### src/hw/irq_timing_pkg.sv
// Purpose: shared constants and types for the interrupt entry timing block
// Assumes: one core clock per CLK cycle, all counts for cache hits
// Notes:   counts are in core clocks; penalties are added by the sequencer
package irq_timing_pkg;

  localparam int CNT_W = 12;

  typedef logic [CNT_W-1:0] count_t;

  typedef enum logic [2:0] {
    OP_SWINT,
    OP_BREAKPOINT,
    OP_OVERFLOW_TRAP,
    OP_RANGE_CHECK,
    OP_INTERRUPT_RETURN,
    OP_EXT_INT,
    OP_NMI,
    OP_PAGE_FAULT
  } op_e;

  typedef enum logic [1:0] {
    MODE_REAL,
    MODE_PROTECTED,
    MODE_VIRTUAL,
    MODE_RESERVED
  } mode_e;

  typedef enum logic [1:0] {
    GATE_SAME_LEVEL,
    GATE_DIFF_LEVEL,
    GATE_TASK,
    GATE_RESERVED
  } gate_e;

  typedef enum logic [1:0] {
    TSS_32BIT,
    TSS_16BIT,
    TSS_VIRTUAL,
    TSS_RESERVED
  } tss_e;

  // entry overhead
  localparam count_t ENTRY_REAL      = 12'h01A;  // 26
  localparam count_t ENTRY_PROT_SAME = 12'h02C;  // 44
  localparam count_t ENTRY_PROT_DIFF = 12'h047;  // 71
  localparam count_t ENTRY_VIRT_DIFF = 12'h052;  // 82
  localparam count_t ENTRY_TASK_GATE = 12'h025;  // 37

  // task switch overhead by target segment
  localparam count_t SWITCH_32BIT    = 12'h0A2;  // 162
  localparam count_t SWITCH_16BIT    = 12'h08F;  // 143
  localparam count_t SWITCH_VIRTUAL  = 12'h08C;  // 140

  // per-operation extras and standalone costs
  localparam count_t SWINT_EXTRA_RV  = 12'h004;
  localparam count_t SWINT_EXTRA_P   = 12'h000;
  localparam count_t BKPT_EXTRA      = 12'h000;
  localparam count_t OVF_TAKEN_EXTRA = 12'h002;
  localparam count_t OVF_NOT_TAKEN   = 12'h003;
  localparam count_t RANGE_IN        = 12'h007;
  localparam count_t RANGE_OUT_EXTRA = 12'h018;  // 24
  localparam count_t RET_REAL_VIRT   = 12'h00F;  // 15
  localparam count_t RET_SAME        = 12'h014;  // 20
  localparam count_t RET_OUTER       = 12'h024;  // 36
  localparam count_t RET_NESTED_EXTRA = 12'h020; // 32
  localparam count_t EXT_INT_EXTRA   = 12'h00B;  // 11
  localparam count_t NMI_EXTRA       = 12'h003;
  localparam count_t PF_EXTRA        = 12'h018;  // 24

  // penalties
  localparam count_t DESC_PENALTY    = 12'h00B;  // 11 per descriptor
  localparam count_t COPY_MISS_PEN   = 12'h006;  // per 16 bytes
  localparam count_t EXTRA_MISS_PEN  = 12'h004;  // per 16 bytes

  // vectors raised by fixed traps
  localparam logic [7:0] VEC_BREAKPOINT = 8'h03;
  localparam logic [7:0] VEC_OVERFLOW   = 8'h04;
  localparam logic [7:0] VEC_RANGE      = 8'h05;

endpackage

### src/hw/cycle_timer.sv
// Purpose: down-counter that holds busy for a loaded number of clocks
// Assumes: load only while idle, value at least one
// Notes:   done is a one-cycle pulse raised on the same edge that busy falls
`timescale 1ns/100ps
`default_nettype none
module cycle_timer
  import irq_timing_pkg::*;
(
  input  wire logic   clk,        // core clock
  input  wire logic   rst_n,      // synchronised reset
  input  wire logic   load,       // start pulse
  input  wire count_t load_value, // clocks to run
  output var  logic   busy,       // counting
  output var  logic   done        // end pulse
);
  count_t remaining;
  count_t next_remaining;
  logic   next_busy;
  logic   next_done;

  always_comb begin
    next_remaining = remaining;
    next_busy      = busy;
    next_done      = 1'b0;
    if (busy) begin
      if (remaining == '0) begin
        next_busy = 1'b0;
        next_done = 1'b1;
      end else begin
        next_remaining = remaining - 12'h001;
      end
    end else if (load) begin
      next_busy      = 1'b1;
      // busy covers the load cycle, so run for value minus one more
      next_remaining = (load_value == '0) ? '0 : load_value - 12'h001;
    end
  end

  always_ff @(posedge clk or negedge rst_n) begin
    if (!rst_n) begin
      remaining <= '0;
      busy      <= 1'b0;
      done      <= 1'b0;
    end else begin
      remaining <= next_remaining;
      busy      <= next_busy;
      done      <= next_done;
    end
  end
endmodule
`default_nettype wire

### src/hw/irq_entry_timing.sv
// Purpose: sequences interrupt, trap and return timing in core clocks
// Assumes: request inputs come from logic on CLK, START is one cycle
// Notes:   requests while busy are ignored except in the last BUSY cycle; outputs are registered
`timescale 1ns/100ps
`default_nettype none
module irq_entry_timing
  import irq_timing_pkg::*;
#(
  parameter int DESC_W  = 4,   // width of descriptor load count
  parameter int BLOCK_W = 8    // width of 16-byte block count
)(
  input  wire logic               CLK,           // core clock
  input  wire logic               RESET_N,       // async reset, low
  input  wire logic               START,         // request pulse
  input  wire logic [2:0]         OPERATION,     // op_e code
  input  wire logic [1:0]         MODE,          // mode_e code
  input  wire logic [1:0]         GATE,          // gate_e code
  input  wire logic [1:0]         TASK_STATE_SEGMENT, // tss_e target
  input  wire logic [7:0]         VECTOR_IN,     // vector for soft/ext
  input  wire logic               OVERFLOW,      // overflow flag
  input  wire logic               OUT_OF_RANGE,  // range check failed
  input  wire logic               OUTER_LEVEL,   // return to outer level
  input  wire logic               NESTED_TASK_FLAG, // nested task flag
  input  wire logic [DESC_W-1:0]  UNACCESSED_DESC,  // descriptor loads
  input  wire logic               CACHE_MISS,    // copy missed cache
  input  wire logic               EXTRA_PENALTY, // op has extra penalty
  input  wire logic               ALWAYS_LOCKED, // op runs locked
  input  wire logic [BLOCK_W-1:0] MISS_BLOCKS,   // 16-byte blocks moved
  output var  logic               BUSY,          // sequence running
  output var  logic               DONE,          // end pulse
  output var  logic               TRAPPED,       // op vectored
  output var  logic [7:0]         VECTOR,        // vector taken
  output var  logic               NO_HIT_CASE,   // bus-only timing
  output var  count_t             CYCLES         // total clocks
);

  // wider inputs could overflow the 12-bit total
  if (DESC_W < 1 || DESC_W > 4 ||
      BLOCK_W < 1 || BLOCK_W > 8) begin : g_bad_width
    $error("irq_entry_timing: widths exceed count range");
  end

  // reset release through two flops
  logic rst_meta;
  logic rst_n;
  always_ff @(posedge CLK or negedge RESET_N) begin
    if (!RESET_N) begin
      rst_meta <= 1'b0;
      rst_n    <= 1'b0;
    end else begin
      rst_meta <= 1'b1;
      rst_n    <= rst_meta;
    end
  end

  function automatic count_t switch_cost(input logic [1:0] task_state_segment);
    case (task_state_segment)
      TSS_32BIT:   switch_cost = SWITCH_32BIT;
      TSS_16BIT:   switch_cost = SWITCH_16BIT;
      TSS_VIRTUAL: switch_cost = SWITCH_VIRTUAL;
      default:     switch_cost = SWITCH_32BIT;
    endcase
  endfunction

  function automatic count_t entry_cost(input logic [1:0] mode,
                                        input logic [1:0] gate,
                                        input logic [1:0] task_state_segment);
    if (mode == MODE_REAL)
      entry_cost = ENTRY_REAL;
    else if (gate == GATE_TASK)
      entry_cost = ENTRY_TASK_GATE + switch_cost(task_state_segment);
    else if (mode == MODE_VIRTUAL)
      // only level-changing gates exist from virtual mode
      entry_cost = ENTRY_VIRT_DIFF;
    else if (gate == GATE_DIFF_LEVEL)
      entry_cost = ENTRY_PROT_DIFF;
    else
      entry_cost = ENTRY_PROT_SAME;
  endfunction

  // base cost, trap outcome and vector per operation
  count_t     base;
  count_t     entry;
  count_t     desc_pen;
  count_t     miss_pen;
  count_t     total;
  logic       trap;
  logic [7:0] vec;
  logic       miss;

  always_comb begin
    entry = entry_cost(MODE, GATE, TASK_STATE_SEGMENT);
    base  = entry;
    trap  = 1'b1;
    vec   = VECTOR_IN;
    case (op_e'(OPERATION))
      OP_SWINT:
        base = entry + ((MODE == MODE_PROTECTED) ?
               SWINT_EXTRA_P : SWINT_EXTRA_RV);
      OP_BREAKPOINT: begin
        base = entry + BKPT_EXTRA;
        vec  = VEC_BREAKPOINT;
      end
      OP_OVERFLOW_TRAP: begin
        vec = VEC_OVERFLOW;
        if (OVERFLOW) begin
          base = entry + OVF_TAKEN_EXTRA;
        end else begin
          base = OVF_NOT_TAKEN;
          trap = 1'b0;
        end
      end
      OP_RANGE_CHECK: begin
        vec = VEC_RANGE;
        if (OUT_OF_RANGE) begin
          base = entry + RANGE_OUT_EXTRA;
        end else begin
          base = RANGE_IN;
          trap = 1'b0;
        end
      end
      OP_INTERRUPT_RETURN: begin
        trap = 1'b0;
        if (NESTED_TASK_FLAG)
          base = switch_cost(TASK_STATE_SEGMENT) + RET_NESTED_EXTRA;
        else if (MODE != MODE_PROTECTED)
          base = RET_REAL_VIRT;
        else if (OUTER_LEVEL)
          base = RET_OUTER;
        else
          base = RET_SAME;
      end
      OP_EXT_INT:    base = entry + EXT_INT_EXTRA;
      OP_NMI:        base = entry + NMI_EXTRA;
      OP_PAGE_FAULT: base = entry + PF_EXTRA;
      default:       base = entry;
    endcase
  end

  // locked operations always reach the bus, so they always pay the miss
  assign miss = CACHE_MISS | ALWAYS_LOCKED;

  always_comb begin
    desc_pen = count_t'(DESC_PENALTY * UNACCESSED_DESC);
    miss_pen = '0;
    if (miss) begin
      miss_pen = count_t'(COPY_MISS_PEN * MISS_BLOCKS);
      if (EXTRA_PENALTY)
        miss_pen = miss_pen +
                   count_t'(EXTRA_MISS_PEN * MISS_BLOCKS);
    end
    // one core clock per CLK cycle, hit timing unless penalised
    total = base + desc_pen + miss_pen;
  end

  logic accept;
  logic timer_busy;
  logic timer_done;

  assign accept = START & ~timer_busy;

  cycle_timer u_timer (
    .clk        (CLK),
    .rst_n      (rst_n),
    .load       (accept),
    .load_value (total),
    .busy       (timer_busy),
    .done       (timer_done)
  );

  // result registers, held until the next accepted request
  logic       next_trapped;
  logic [7:0] next_vector;
  logic       next_no_hit;
  count_t     next_cycles;

  always_comb begin
    next_trapped = TRAPPED;
    next_vector  = VECTOR;
    next_no_hit  = NO_HIT_CASE;
    next_cycles  = CYCLES;
    if (accept) begin
      next_trapped = trap;
      next_vector  = trap ? vec : 8'h00;
      next_no_hit  = ALWAYS_LOCKED;
      next_cycles  = total;
    end
  end

  always_ff @(posedge CLK or negedge rst_n) begin
    if (!rst_n) begin
      TRAPPED     <= 1'b0;
      VECTOR      <= 8'h00;
      NO_HIT_CASE <= 1'b0;
      CYCLES      <= '0;
      BUSY        <= 1'b0;
      DONE        <= 1'b0;
    end else begin
      TRAPPED     <= next_trapped;
      VECTOR      <= next_vector;
      NO_HIT_CASE <= next_no_hit;
      CYCLES      <= next_cycles;
      BUSY        <= timer_busy;
      DONE        <= timer_done;
    end
  end

endmodule
`default_nettype wire

### config.mk
export PLATFORM = sky130hd
export DESIGN_NAME = irq_entry_timing
export DESIGN_NICKNAME = d
export VERILOG_FILES = /design/src/hw/irq_timing_pkg.sv /design/src/hw/cycle_timer.sv /design/src/hw/irq_entry_timing.sv
export SDC_FILE = /design/constraint.sdc
export NUM_CORES = 1
export LEC_CHECK = 0
export BUFFER_PORTS_ARGS = -buffer_cell sky130_fd_sc_hd__buf_2
export CORE_MARGIN = 10
export CORE_UTILIZATION = 40
export CTS_BUF_LIST = sky130_fd_sc_hd__clkbuf_8
export CTS_CLUSTER_SIZE = 25
export DETAILED_ROUTE_END_ITERATION = 8
export HOLD_SLACK_MARGIN = 0.02
export PLACE_DENSITY = 0.59
export SYNTH_ARGS = -nofsm -noshare
export SYNTH_HDL_FRONTEND = slang
export SYNTH_HIERARCHICAL = 1
export SYNTH_SLANG_ARGS = --single-unit
### constraint.sdc
create_clock -name CLK -period 3.8 [get_ports CLK]
set_clock_uncertainty 0.1 [all_clocks]
set_input_delay 0.95 -clock CLK [delete_from_list [all_inputs] [get_ports CLK]]
set_output_delay 0.95 -clock CLK [all_outputs]
set_load 0.1 [all_outputs]
* Word-level counts from Yosys, hierarchy flattened
Index checks and enable logic that the tools add are counted. W data, S select, Z words.
Storage, ports and cells: flip-flop bits (word level) 40, bits in latches 0, bits in writable memories 0, memory bits (read-only) 0, memories 0
Cells by class: add/sub/neg operators 12, multiply operators 2, divide/modulo/power cells 0, $lt $le $gt $ge 0, equal/unequal tests 15, shift operators 0, mux-type cells 32, bitwise logic cells 3, reductions and logical operators 6
Operator list (count):
- $mux W12 | 15
- $pmux W12 S8 | 1
- $add A12 B2 Y12 const B | 2
- $logic_not A12 Y1 | 2
- $pmux W8 S3 | 1
- $sub A12 B1 Y12 const B | 2
- $mux W7 | 2
- $add A11 B10 Y12 | 1
- $add A12 B12 Y12 | 1
- $add A12 B3 Y12 | 1
- $add A12 B4 Y12 const B | 1
- $add A12 B5 Y12 const B | 1
- $add A12 B6 Y12 const B | 1
- $add A12 B8 Y12 | 1
- $add A6 B12 Y12 const A | 1
- $eq A3 B3 Y1 const B | 4
- $mux W6 | 2
- $pmux W6 S2 | 1
- $mul A2 B8 Y10 const A | 1
- $mul A4 B4 Y8 const A | 1
- $mux W8 | 1
- $mux W1 | 7
- $eq A2 B1 Y1 const B | 3
- $eq A2 B2 Y1 const B | 3
- other kinds (13) | 14

* Longest topological paths before layout
Gate-level depths: netlist (run 1).
depth in word-level cells 16, gate-level depth with buffers 29, depth with buffers taken out 27

* Cells and area by module
Netlist (run 1), hierarchy kept.
Modules (own cells, without submodules):
- irq_entry_timing | times used 1, cells an instance 417, area each 3489.6 µm²
- cycle_timer | times used 1, cells an instance 132, area each 1103.6 µm²

* Worst setup path before layout (run 1)
OpenSTA, ideal clock, no wires.
kind in2reg, from in TASK_STATE_SEGMENT[0], to reg u_timer.remaining[2], library setup time 0.121 ns, data arrival time 6.965 ns, path slack -3.386 ns, stages 25, cell sequence inv_1 ha_1 nor2b_1 o22a_1 clkbuf_1 ha_1 a21o_1 a21oi_1 xnor2_1 a221oi_1 fa_1 fa_1 fa_1 inv_1 ha_1 a21o_1 nand4_1 nand4b_1 a221oi_1 xnor2_1 nor4b_1 and4bb_2 or2_2 o22ai_1 a22o_1
Between the ends: word-level cells in the longest chain between the ends 16, elaborated cells between the ends (all ways) 27, those cells by class add/sub (10); eq/ne (2); mux (14); reduce/logical (1)
RTL lines:
- start: declaration | RTL line irq_entry_timing.sv:18 | input wire logic [1:0] TASK_STATE_SEGMENT,
- $eq A2 B2 Y1 / $eq A2 B1 Y1 (equally long branches) | RTL line irq_entry_timing.sv:57 | case (task_state_segment)
- $pmux W6 S2 * | RTL line irq_entry_timing.sv:57
- $mux W12 | RTL line irq_entry_timing.sv:70 | else if (gate == GATE_TASK)
- $mux W12 | RTL line irq_entry_timing.sv:68 | if (mode == MODE_REAL)
- $add A6 B12 Y12 | RTL line irq_entry_timing.sv:71 | entry_cost = ENTRY_TASK_GATE + switch_cost(task_state_segment);
- $mux W12 | RTL line irq_entry_timing.sv:70
- $mux W12 | RTL line irq_entry_timing.sv:68
- $add A12 B5 Y12 / $add A12 B2 Y12 (equally long branches) | RTL line irq_entry_timing.sv:116, irq_entry_timing.sv:135, irq_entry_timing.sv:107
- $mux W12, on equally long branches | RTL line irq_entry_timing.sv:115, irq_entry_timing.sv:106
- $pmux W12 S8 * | RTL line irq_entry_timing.sv:96 | case (op_e'(OPERATION))
- $add A12 B8 Y12 * | RTL line irq_entry_timing.sv:153 | total = base + desc_pen + miss_pen;
- $add A12 B12 Y12 * | RTL line irq_entry_timing.sv:153
- net total[11] | RTL line irq_entry_timing.sv:86 | count_t total;
- $logic_not A12 Y1 * | RTL line cycle_timer.sv:35 | next_remaining = (load_value == '0) ? '0 : load_value - 12'h001;
- $mux W12 * | RTL line cycle_timer.sv:35
- $mux W12 * | RTL line cycle_timer.sv:32 | end else if (load) begin
- $mux W12 * | RTL line cycle_timer.sv:25 | if (busy) begin
- end signal: assignment | RTL line cycle_timer.sv:45 | remaining <= next_remaining;
- end: declaration | RTL line cycle_timer.sv:16 | count_t remaining;
Mark *: on every way through the listed nets, which the timed path passes. The rest lies on a longest branch. The select of a mux whose other input is x is not followed. A chain may end at the register's enable or synchronous reset.

* Worst setup path in the final report (run 1)
from in TASK_STATE_SEGMENT[1], to reg u_timer.remaining[11]
Between the ends: word-level cells in the longest chain between the ends 16, elaborated cells between the ends (all ways) 27, those cells by class add/sub (10); eq/ne (2); mux (14); reduce/logical (1)
RTL lines (RTL line):
- $eq A2 B2 Y1 / $eq A2 B1 Y1 (equally long branches) | irq_entry_timing.sv:57
- $pmux W6 S2 * | irq_entry_timing.sv:57
- $mux W12 | irq_entry_timing.sv:70
- $mux W12 | irq_entry_timing.sv:68
- $add A6 B12 Y12 | irq_entry_timing.sv:71
- $mux W12 | irq_entry_timing.sv:70
- $mux W12 | irq_entry_timing.sv:68
- $add A12 B5 Y12 / $add A12 B2 Y12 (equally long branches) | irq_entry_timing.sv:116, irq_entry_timing.sv:135, irq_entry_timing.sv:107
- $mux W12, on equally long branches | irq_entry_timing.sv:115, irq_entry_timing.sv:106
- $pmux W12 S8 * | irq_entry_timing.sv:96
- $add A12 B8 Y12 * | irq_entry_timing.sv:153
- $add A12 B12 Y12 * | irq_entry_timing.sv:153
- net total[7] | irq_entry_timing.sv:86
- $sub A12 B1 Y12 / $logic_not A12 Y1 (equally long branches) | cycle_timer.sv:35
- $mux W12 * | cycle_timer.sv:35
- $mux W12 * | cycle_timer.sv:32
- $mux W12 * | cycle_timer.sv:25
Marked as above.

==> flow_summary.toml, run 1 <==
[floorplanning]
start_util = 0.406
rows = 39
dieArea_sq_mm = 0.0162
die_h_um = 127
boundaryPins = 63
die_x_um = 127
core_sq_mm = 0.0113

[worst_setup_path]
crit_family = "adder cells"
r2r_slack_ps = 1300
crit_slowest_cell = "or4_4"
cp-start-kind = "input pin"
required_ps = 3860
rr_startpoint = "u_timer/busy"
crit_fanout = 6
path_cells = "buf_6 > ha_4 > a2bb2oi_2 > o22a_4 > ha_4 > a21o_1 > a21oi_2 > xnor2_1 > a221oi_2 > fa_1 > fa_1 > fa_1 > inv_2 > ha_4 > a21o_1 > nand4_1 > nand2_1 > nor2_2 > xnor2_2 > or4_4 > or3_4 > nor3_4 > mux2i_1 > a31oi_1"
critPathMaxStageDelay_ps = 560
worst_setup_path_end_kind = "flop"
reg2reg_to = "u_timer/remaining[3]"
critPathArrivalTime_ps = 6330
crit_buf_inv = 2
crit_type = "in2reg"
r2r_cells = 7

[timing]
finalHoldViolCount = 0
period_share = 1.65
worst_pin_slew_ps = 712
slew_headroom = 0.525
drv_slew = 0
rsz0062_at_grt = "true"
setup_viol = 22
fin_ws_ps = -2460
period_minus_slack_ps = 6260
max_freq_ghz = 0.160

[cts]
htree_num_levels = 2
cts_sinks = 40
cts_root_buf = "clkbuf_8"
clk_pin_slew_ps = 80
numCtsBuffers = 5
cts.hold.buffers_added = 0
clockBufferDepth = 2
cts_tree = "built"
clk_latency_ps = 300

[route]
drcViolationCount = 0
vias = 4681
ant_nets = 0
dr.pass1.iters = 4
wl_per_cell_um = 14.4
totalWireLength_um = 13000
via_per_inst = 5.18
drtIter0Drc = 278

[worst_hold_path]
hold_path.class = "reg2async"

[placement]
gp_congestion = 0.896
io_buffers = 62
dpl.hpwl_um = 10700
dp_slack_ps = -3050
postPlaceCellArea_sq_mm = 0.00638

[synth]
synth_top_area_frac = 0.218
yosys_warnings = 6
syn_avg_cell_area_sq_um = 8.37
syn_nets = 659
yosys-top-cells-area = "dfrtp_1 (22%), ha_1 (15%), fa_1 (6.5%)"
synth_top_cell_by_area = "dfrtp_1"
synth_cell_type_count = 72
ys_seq_area_frac = 0.218
syn_area_sq_mm = 0.00459
ys_top_cells_by_count = "ha_1 (56), inv_1 (52), nand2_1 (52)"
synth_most_common_cell = "ha_1"
synth.ff_latch_count = 40
ys.flop_type = "dfrtp_1"
synth-edff-count = 0
ys_async_sr_fraction = 1.00
syn_inst = 549

[global_routing]
grt_antenna_before_repair = 0
grt_pass1_wl_um = 22200
grt_overflow = 0
grt_start_max_net_pins = 39
first_global_vias = 4834
grt_usage = 0.159

[cells_and_area]
synthToLayoutAreaGrowth_pct = 48.5
drive_gt1_frac = 0.411
final_area_sq_mm = 0.00682
diodes = 0
nFillCells = 991
fin_nets = 870

[pwr]
p_leak_nw = 3.37
worst_ir_drop_vdd_v = 0.000768
power.density_mw_per_mm2 = 832

[run_status]
outcome = "finished, violations left"
violations = "setup timing"

[run]
drv_cap = 0
## sequential cells by signal, indices dropped and copies added, names as in the netlist
register,flops
CYCLES,12
NO_HIT_CASE,1
u_timer/remaining,12
u_timer/busy,1
DONE,1
TRAPPED,1
rst_n,1
BUSY,1
rst_meta,1
u_timer/done,1
VECTOR,8
## routing by layer
| layer | global-route usage | part of all wire |
|---|---|---|
| met1 | 0.203 | 0.47 |
| met2 | 0.275 | 0.48 |
| met3 | 0.0223 | 0.042 |
| met4 | 0.0388 | 0.014 |
| met5 | 0 | 0 |
## logic make-up (layout without fill, tap and decap cells)
family,Yosys count,after routing,synth area share
compound gates,153,153,0.230
xor+xnor,27,27,0.0515
fa+ha+maj,71,71,0.218
buf+inv,75,287,0.0635
flops,40,40,0.218
mux,16,16,0.0381
other cells,2,2,0.00164
simple gates,165,165,0.180
## through the flow
stage	total power [mW]	std cells	TNS [ps]	utilization	hold slack, ps
after floorplan	3.58	549	-45040	-	231
after global placement	4.78	889	-53660	0.563	202
after detailed placement	4.84	889	-55260	0.563	209
after CTS	5.40	900	-43130	0.588	216
after global routing	6.07	904	-47410	0.603	248
final	5.67	904	-42560	0.603	191
## repair_timing
item / 4_1_cts / 5_1_grt
setup buffers: 4 / 5
endpoints found under the hold margin: 0 / 0
setup endpoints to repair: 23 / 23
gates resized for setup: 35 / 28
pin swaps: 31 / 14
## worst max path at each step
stage	end	start	slack, ps	depth (start not counted)
after floorplan	u_timer/remaining[11]	TASK_STATE_SEGMENT[0]	-2710	26
after global placement	u_timer/remaining[11]	TASK_STATE_SEGMENT[0]	-2930	25
after detailed placement	u_timer/remaining[11]	TASK_STATE_SEGMENT[0]	-3050	25
after CTS	u_timer/remaining[11]	TASK_STATE_SEGMENT[1]	-2480	24
after global routing	u_timer/remaining[11]	TASK_STATE_SEGMENT[1]	-2720	24
final	u_timer/remaining[11]	TASK_STATE_SEGMENT[1]	-2460	24
## where the power goes
group | switching [mW] | internal [mW]
Clock | 0.148 | 0.192
Sequential | 0.133 | 0.612
Combinational | 2.60 | 1.99
Total | 2.88 | 2.79
## cell type report
cell class                      instances  area (sq um)  area share
Multi-Input combinational cell        434          3750       0.549
Clock inverter                          3          38.8     0.00568
Timing Repair Buffer                  221          1560       0.229
Sequential cell                        40          1000       0.147
Clock buffer                            5          68.8      0.0101
Tap cell                              143           179      0.0262
Inverter                               58           225      0.0330
## cells in the final DEF, fill, tap and decap left out, types with 5 or more instances in the layout
master and n:
buf_4 148, buf_2 60, nand2_1 51, inv_1 47, ha_1 45, dfrtp_1 40, nor2_1 37, a21oi_1 33
o21ai_1 16, xnor2_1 14, nand3_1 13, fa_1 13, a21o_1 12, buf_6 12, nor3_1 11, a22o_1 11
inv_2 10, o21ai_0 10, ha_4 10, nand2b_1 8, mux2_4 8, a31oi_1 7, o21a_1 5, o211ai_1 5
o22ai_1 5, xnor2_2 5, clkbuf_8 5
Note: power is estimated with default switching activity, not from simulation.
==> inputs of run 2 (changes only) <==
--- a/config.mk
+++ b/config.mk
@@ -6,6 +6,7 @@
 export NUM_CORES = 1
 export LEC_CHECK = 0
 export BUFFER_PORTS_ARGS = -buffer_cell sky130_fd_sc_hd__buf_2
+export CAP_MARGIN = 20
 export CORE_MARGIN = 10
 export CORE_UTILIZATION = 40
 export CTS_BUF_LIST = sky130_fd_sc_hd__clkbuf_8
@@ -17,3 +18,4 @@
 export SYNTH_HDL_FRONTEND = slang
 export SYNTH_HIERARCHICAL = 1
 export SYNTH_SLANG_ARGS = --single-unit
+export TNS_END_PERCENT = 50
==> run 2 against run 1 <==
  * Global-route usage grew 0.17 points
  * Cell count shrank 0.11%
  * Largest power group unchanged
  * Sequential power shrank 0.7%
  * Power shrank 4.6%
  * Critical path type unchanged
  * Worst setup slack lost 96 ps
  * Routed wire length grew 0.44%
  * Core utilization shrank 0.90 points
  * Register-to-register slack is essentially flat
  * Via count grew 0.51%
  * The run still ends with setup timing left
  * Critical endpoint is now u_timer/remaining[2]
==> flow_summary.toml, run 2 (synthesized netlist as in run 1, its figures left out) <==
[run_status]
outcome = "finished, violations left"
violations = "setup timing"

[worst_setup_path]
required_ps = 3890
cp-start-kind = "input pin"
crit_type = "in2reg"
crit_fanout = 5
worst_setup_path_end_kind = "flop"
critPathArrivalTime_ps = 6450

[cts]
cts_sinks = 40
cts.hold.buffers_added = 0
cts_root_buf = "clkbuf_8"
numCtsBuffers = 5
htree_num_levels = 2
clk_latency_ps = 300
clockBufferDepth = 2
cts_tree = "built"
clk_pin_slew_ps = 80

[route]
drt-met1-wl_um = 5830
wl_met2_um = 6410
routed.top_layer = "met4"
totalWireLength_um = 13100
ant_nets = 0
met3_length_um = 653
drtIter0Drc = 321
vias = 4705
wl_per_cell_um = 14.5
dr.pass1.iters = 5
drcViolationCount = 0
via_per_inst = 5.21

[cells_and_area]
final_area_sq_mm = 0.00672
synthToLayoutAreaGrowth_pct = 46.3
multi_input_area_sq_mm = 0.00369
fin_util = 0.594
fin_nets = 869
seqCellArea_sq_mm = 0.00100
layout_commonest_cell = "buf_4"
mostFrequentLayoutCells = "buf_4 (151), buf_2 (61), inv_1 (50), nand2_1 (50), ha_1 (48)"
diodes = 0
nFillCells = 1040
drive_gt1_frac = 0.404
reg_top3 = "CYCLES (12), u_timer/remaining (12), VECTOR (8)"

[timing]
fin_ws_ps = -2560
drv_slew = 0
setup_viol = 23
period_share = 1.67
finalHoldViolCount = 0
worst_pin_slew_ps = 742
slew_headroom = 0.505
max_freq_ghz = 0.157
period_minus_slack_ps = 6360
rsz0062_at_grt = "true"

[floorplanning]
boundaryPins = 63
start_util = 0.406
rows = 39
core_sq_mm = 0.0113
die_h_um = 127
die_x_um = 127
dieArea_sq_mm = 0.0162

[global_routing]
first_global_vias = 4779
grt_usage = 0.161
grt_overflow = 0
grt_antenna_before_repair = 0
grt_start_max_net_pins = 39
grt_pass1_wl_um = 22400

[placement]
io_buffers = 62
postPlaceCellArea_sq_mm = 0.00624
gp_congestion = 0.874
dpl.hpwl_um = 10600
dp_slack_ps = -3090

[pwr]
worst_ir_drop_vdd_v = 0.000693
power.density_mw_per_mm2 = 805
p_leak_nw = 3.31
total_power_mw = 5.41

[worst_hold_path]
hold_path.class = "reg2async"

[run]
drv_cap = 0
-- run 2: cell count changes in the layout (fill, tap and decap cells not counted), sizes merged --
cell / previous run / this run
buf: 221 / 220
clkinv: 2 / 3
clkbuf: 5 / 6
inv: 58 / 57
bufinv: 1 / 0
-- run 2: worst max-delay path: stages --
cell and delay (ps):
buf_6 100, ha_4 240, a2bb2oi_2 140, o22a_4 280, buf_6 130, fa_2 350
a21o_1 180, a21oi_2 190, nor2_2 70, a21oi_2 150, o221ai_2 100, ha_1 320
fa_1 480, inv_1 50, fa_1 490, inv_2 50, ha_4 240, nor2b_4 130
o2111a_1 240, a211oi_2 230, o2bb2ai_2 160, xnor2_2 110, nor4b_4 290, and4bb_2 300
or2_4 170, o22ai_2 70, a22o_1 230
-- run 2: worst paths after layout --
kind	start	end	slack (ps)	cells past startpoint
max in group asynchronous	rst_n	u_timer/remaining[9]	3060	1
setup / recovery	TASK_STATE_SEGMENT[1]	u_timer/remaining[2]	-2560	27
setup reg to reg	u_timer/busy	u_timer/remaining[1]	1300	7
hold reg to reg	rst_n	u_timer/remaining[3]	200	1
min in group CLK	rst_meta	rst_n	260	0
hold / removal	rst_n	u_timer/remaining[3]	200	1
-- run 2: timing repair --
action / 4_1_cts / 5_1_grt
pin swaps: 33 / 18
buffers inserted: 5 / 3
setup endpoints to repair: 23 / 23
gates resized for setup: 28 / 36
-- run 2: where the power goes --
group          switching [mW]  internal (mW)
clock                   0.153          0.145
combinational            2.55           1.83
sequential              0.129          0.612
total                    2.83           2.58
-- run 2: final cells by class --
type | instances | share of cell area
inverters | 58 | 0.0335
multi-input cells | 434 | 0.549
clock inverters | 2 | 0.00149
repair buffers | 220 | 0.228
clock buffers | 6 | 0.0123
well taps | 143 | 0.0266
flip-flops and latches | 40 | 0.149
-- run 2: per-stage QoR --
step | hold WS (ps) | instances | setup TNS [ps]
floorplan | 231 | 549 | -45670
global placement | 202 | 886 | -54840
detailed placement | 211 | 886 | -56550
CTS | 214 | 899 | -45510
global route | 254 | 903 | -49790
finish | 197 | 903 | -45040
-- run 2: layer usage --
metal / GRT usage / vias up
li1: - / 2378
met1: 0.201 / 2206
met2: 0.278 / 106
met3: 0.0294 / 15
met4: 0.0388 / 0
met5: 0 / -
==> inputs of run 3 (changes only) <==
--- a/config.mk
+++ b/config.mk
@@ -10,7 +10,8 @@
 export CORE_MARGIN = 10
 export CORE_UTILIZATION = 40
 export CTS_BUF_LIST = sky130_fd_sc_hd__clkbuf_8
-export CTS_CLUSTER_SIZE = 25
+export CTS_CLUSTER_DIAMETER = 50
+export CTS_CLUSTER_SIZE = 16
 export DETAILED_ROUTE_END_ITERATION = 8
 export HOLD_SLACK_MARGIN = 0.02
 export PLACE_DENSITY = 0.59
==> constraint.sdc (replaced) <==
create_clock -name CLK -period 8.2 [get_ports CLK]
set_clock_uncertainty 0.1 [all_clocks]
set_input_delay 2.05 -clock CLK [delete_from_list [all_inputs] [get_ports CLK]]
set_output_delay 2.05 -clock CLK [all_outputs]
set_load 0.1 [all_outputs]
==> run 3 against run 2 <==
  * Register-to-register slack improved by 3900 ps
  * Die area unchanged
  * Routed wire length decreased by 11%
  * The flow now finishes without violations
  * Hold slack improved by 0.88 ps
  * Via count decreased by 10%
  * Critical path depth decreased by 2
  * Largest cell class unchanged
  * Global-route usage decreased by 1.8 points
  * Flip-flop and latch count unchanged
  * Critical path type unchanged
  * Sequential share of layout area increased by 4.0 points
==> flow_summary.toml, run 3 (synthesized netlist as in run 1, its figures left out) <==
[cts]
clockBufferDepth = 2
post_cts.repair.setup_buffers = 0
cts_tree = "built"
numCtsBuffers = 5
cts_sinks = 40
cts_resized = 0
clk_pin_slew_ps = 80
cts_root_buf = "clkbuf_8"
htree_num_levels = 2
clk_latency_ps = 290
cts.hold.buffers_added = 0

[pwr]
p_leak_nw = 2.57
total_power_mw = 2.03
worst_ir_drop_vdd_v = 0.000383
power.density_mw_per_mm2 = 384

[floorplanning]
core_sq_mm = 0.0113
boundaryPins = 63
rows = 39
die_h_um = 127
start_util = 0.406
dieArea_sq_mm = 0.0162
die_x_um = 127

[global_routing]
grt_start_max_net_pins = 39
first_global_vias = 4199
grt_usage = 0.143
grt_pass1_wl_um = 19900
grt_overflow = 0
grt_antenna_before_repair = 0

[timing]
setup_viol = 0
period_minus_slack_ps = 7890
slew_headroom = 0.275
worst_pin_slew_ps = 1080
fin_ws_ps = 309
holdWs_ps = 197
fin_tns_setup_ps = 0
period_share = 0.962
rsz0062_at_grt = "false"
drv_slew = 0
max_freq_ghz = 0.127
finalHoldViolCount = 0

[worst_setup_path]
r2r_slack_ps = 5220
rr_startpoint = "u_timer/busy"
cp-startpoint = "TASK_STATE_SEGMENT[0]"
worst_setup_path_end_kind = "flop"
required_ps = 8260
crit_fanout = 8
cp-start-kind = "input pin"
critPathArrivalTime_ps = 7950
crit_type = "in2reg"

[route]
drtIter0Drc = 325
via_per_inst = 5.50
drcViolationCount = 0
vias = 4232
totalWireLength_um = 11600
wl_per_cell_um = 15.1
dr.pass1.iters = 6
ant_nets = 0

[worst_hold_path]
hold_path.class = "reg2async"

[run_status]
outcome = "finished, final reports clean"

[cells_and_area]
fin_util = 0.468
final_area_sq_mm = 0.00529
fin_nets = 735
diodes = 0
mostFrequentLayoutCells = "buf_2 (62), ha_1 (56), inv_1 (54)"
reg_top3 = "CYCLES (12), u_timer/remaining (12), VECTOR (8)"
layout_commonest_cell = "buf_2"
stdcell_count = 769
drive_gt1_frac = 0.192
synthToLayoutAreaGrowth_pct = 15.2

[placement]
io_buffers = 62
dp_slack_ps = 28.3
place_inst = 761
gp_congestion = 0.919
postPlaceCellArea_sq_mm = 0.00519
dpl.hpwl_um = 9540

[run]
drv_cap = 0
[run 3: worst max-delay path, cell delays in order]
cell	delay (ps)
buf_2	100
inv_1	40
ha_1	310
a2bb2oi_1	140
o22a_1	240
ha_1	290
a21o_1	170
a21oi_1	220
xnor2_1	100
a221oi_1	330
fa_1	490
fa_1	480
fa_1	600
inv_1	60
ha_1	280
a21o_1	190
nand4_1	130
nand2_1	70
nor2_1	110
xnor2_1	90
or4_4	590
or3_4	410
nor3_4	120
mux2i_1	230
a31oi_1	100
[run 3: area by class of cell]
type,count,area [sq um]
Fill cell,1125,6030
Multi-Input combinational cell,434,3310
Sequential cell,40,1000
Timing Repair Buffer,86,490
Inverter,58,218
Tap cell,143,179
Clock buffer,6,82.6
Clock inverter,2,7.51
[run 3: report_power, final]
group          leakage (nW)  internal [mW]  total [mW]  switching [mW]
clock                0.0538         0.0662       0.134          0.0678
combinational          2.03          0.535        1.54            1.01
sequential            0.486          0.284       0.353          0.0691
total                  2.57          0.885        2.03            1.15
[run 3: metal layers]
| layer | track usage | wire length, um |
|---|---|---|
| met5 | 0 | 0 |
| met4 | 0.0362 | 125 |
| met3 | 0.0174 | 599 |
| met2 | 0.236 | 5380 |
| met1 | 0.194 | 5500 |
[run 3: path summary, 6_finish.rpt]
kind | to | cells past startpoint
max in group asynchronous | rst_n | 1
hold reg to reg | VECTOR[5] | 1
min in group CLK | DONE | 0
setup reg to reg | u_timer/remaining[3] | 5
hold / removal | VECTOR[5] | 1
setup / recovery | u_timer/remaining[11] | 25
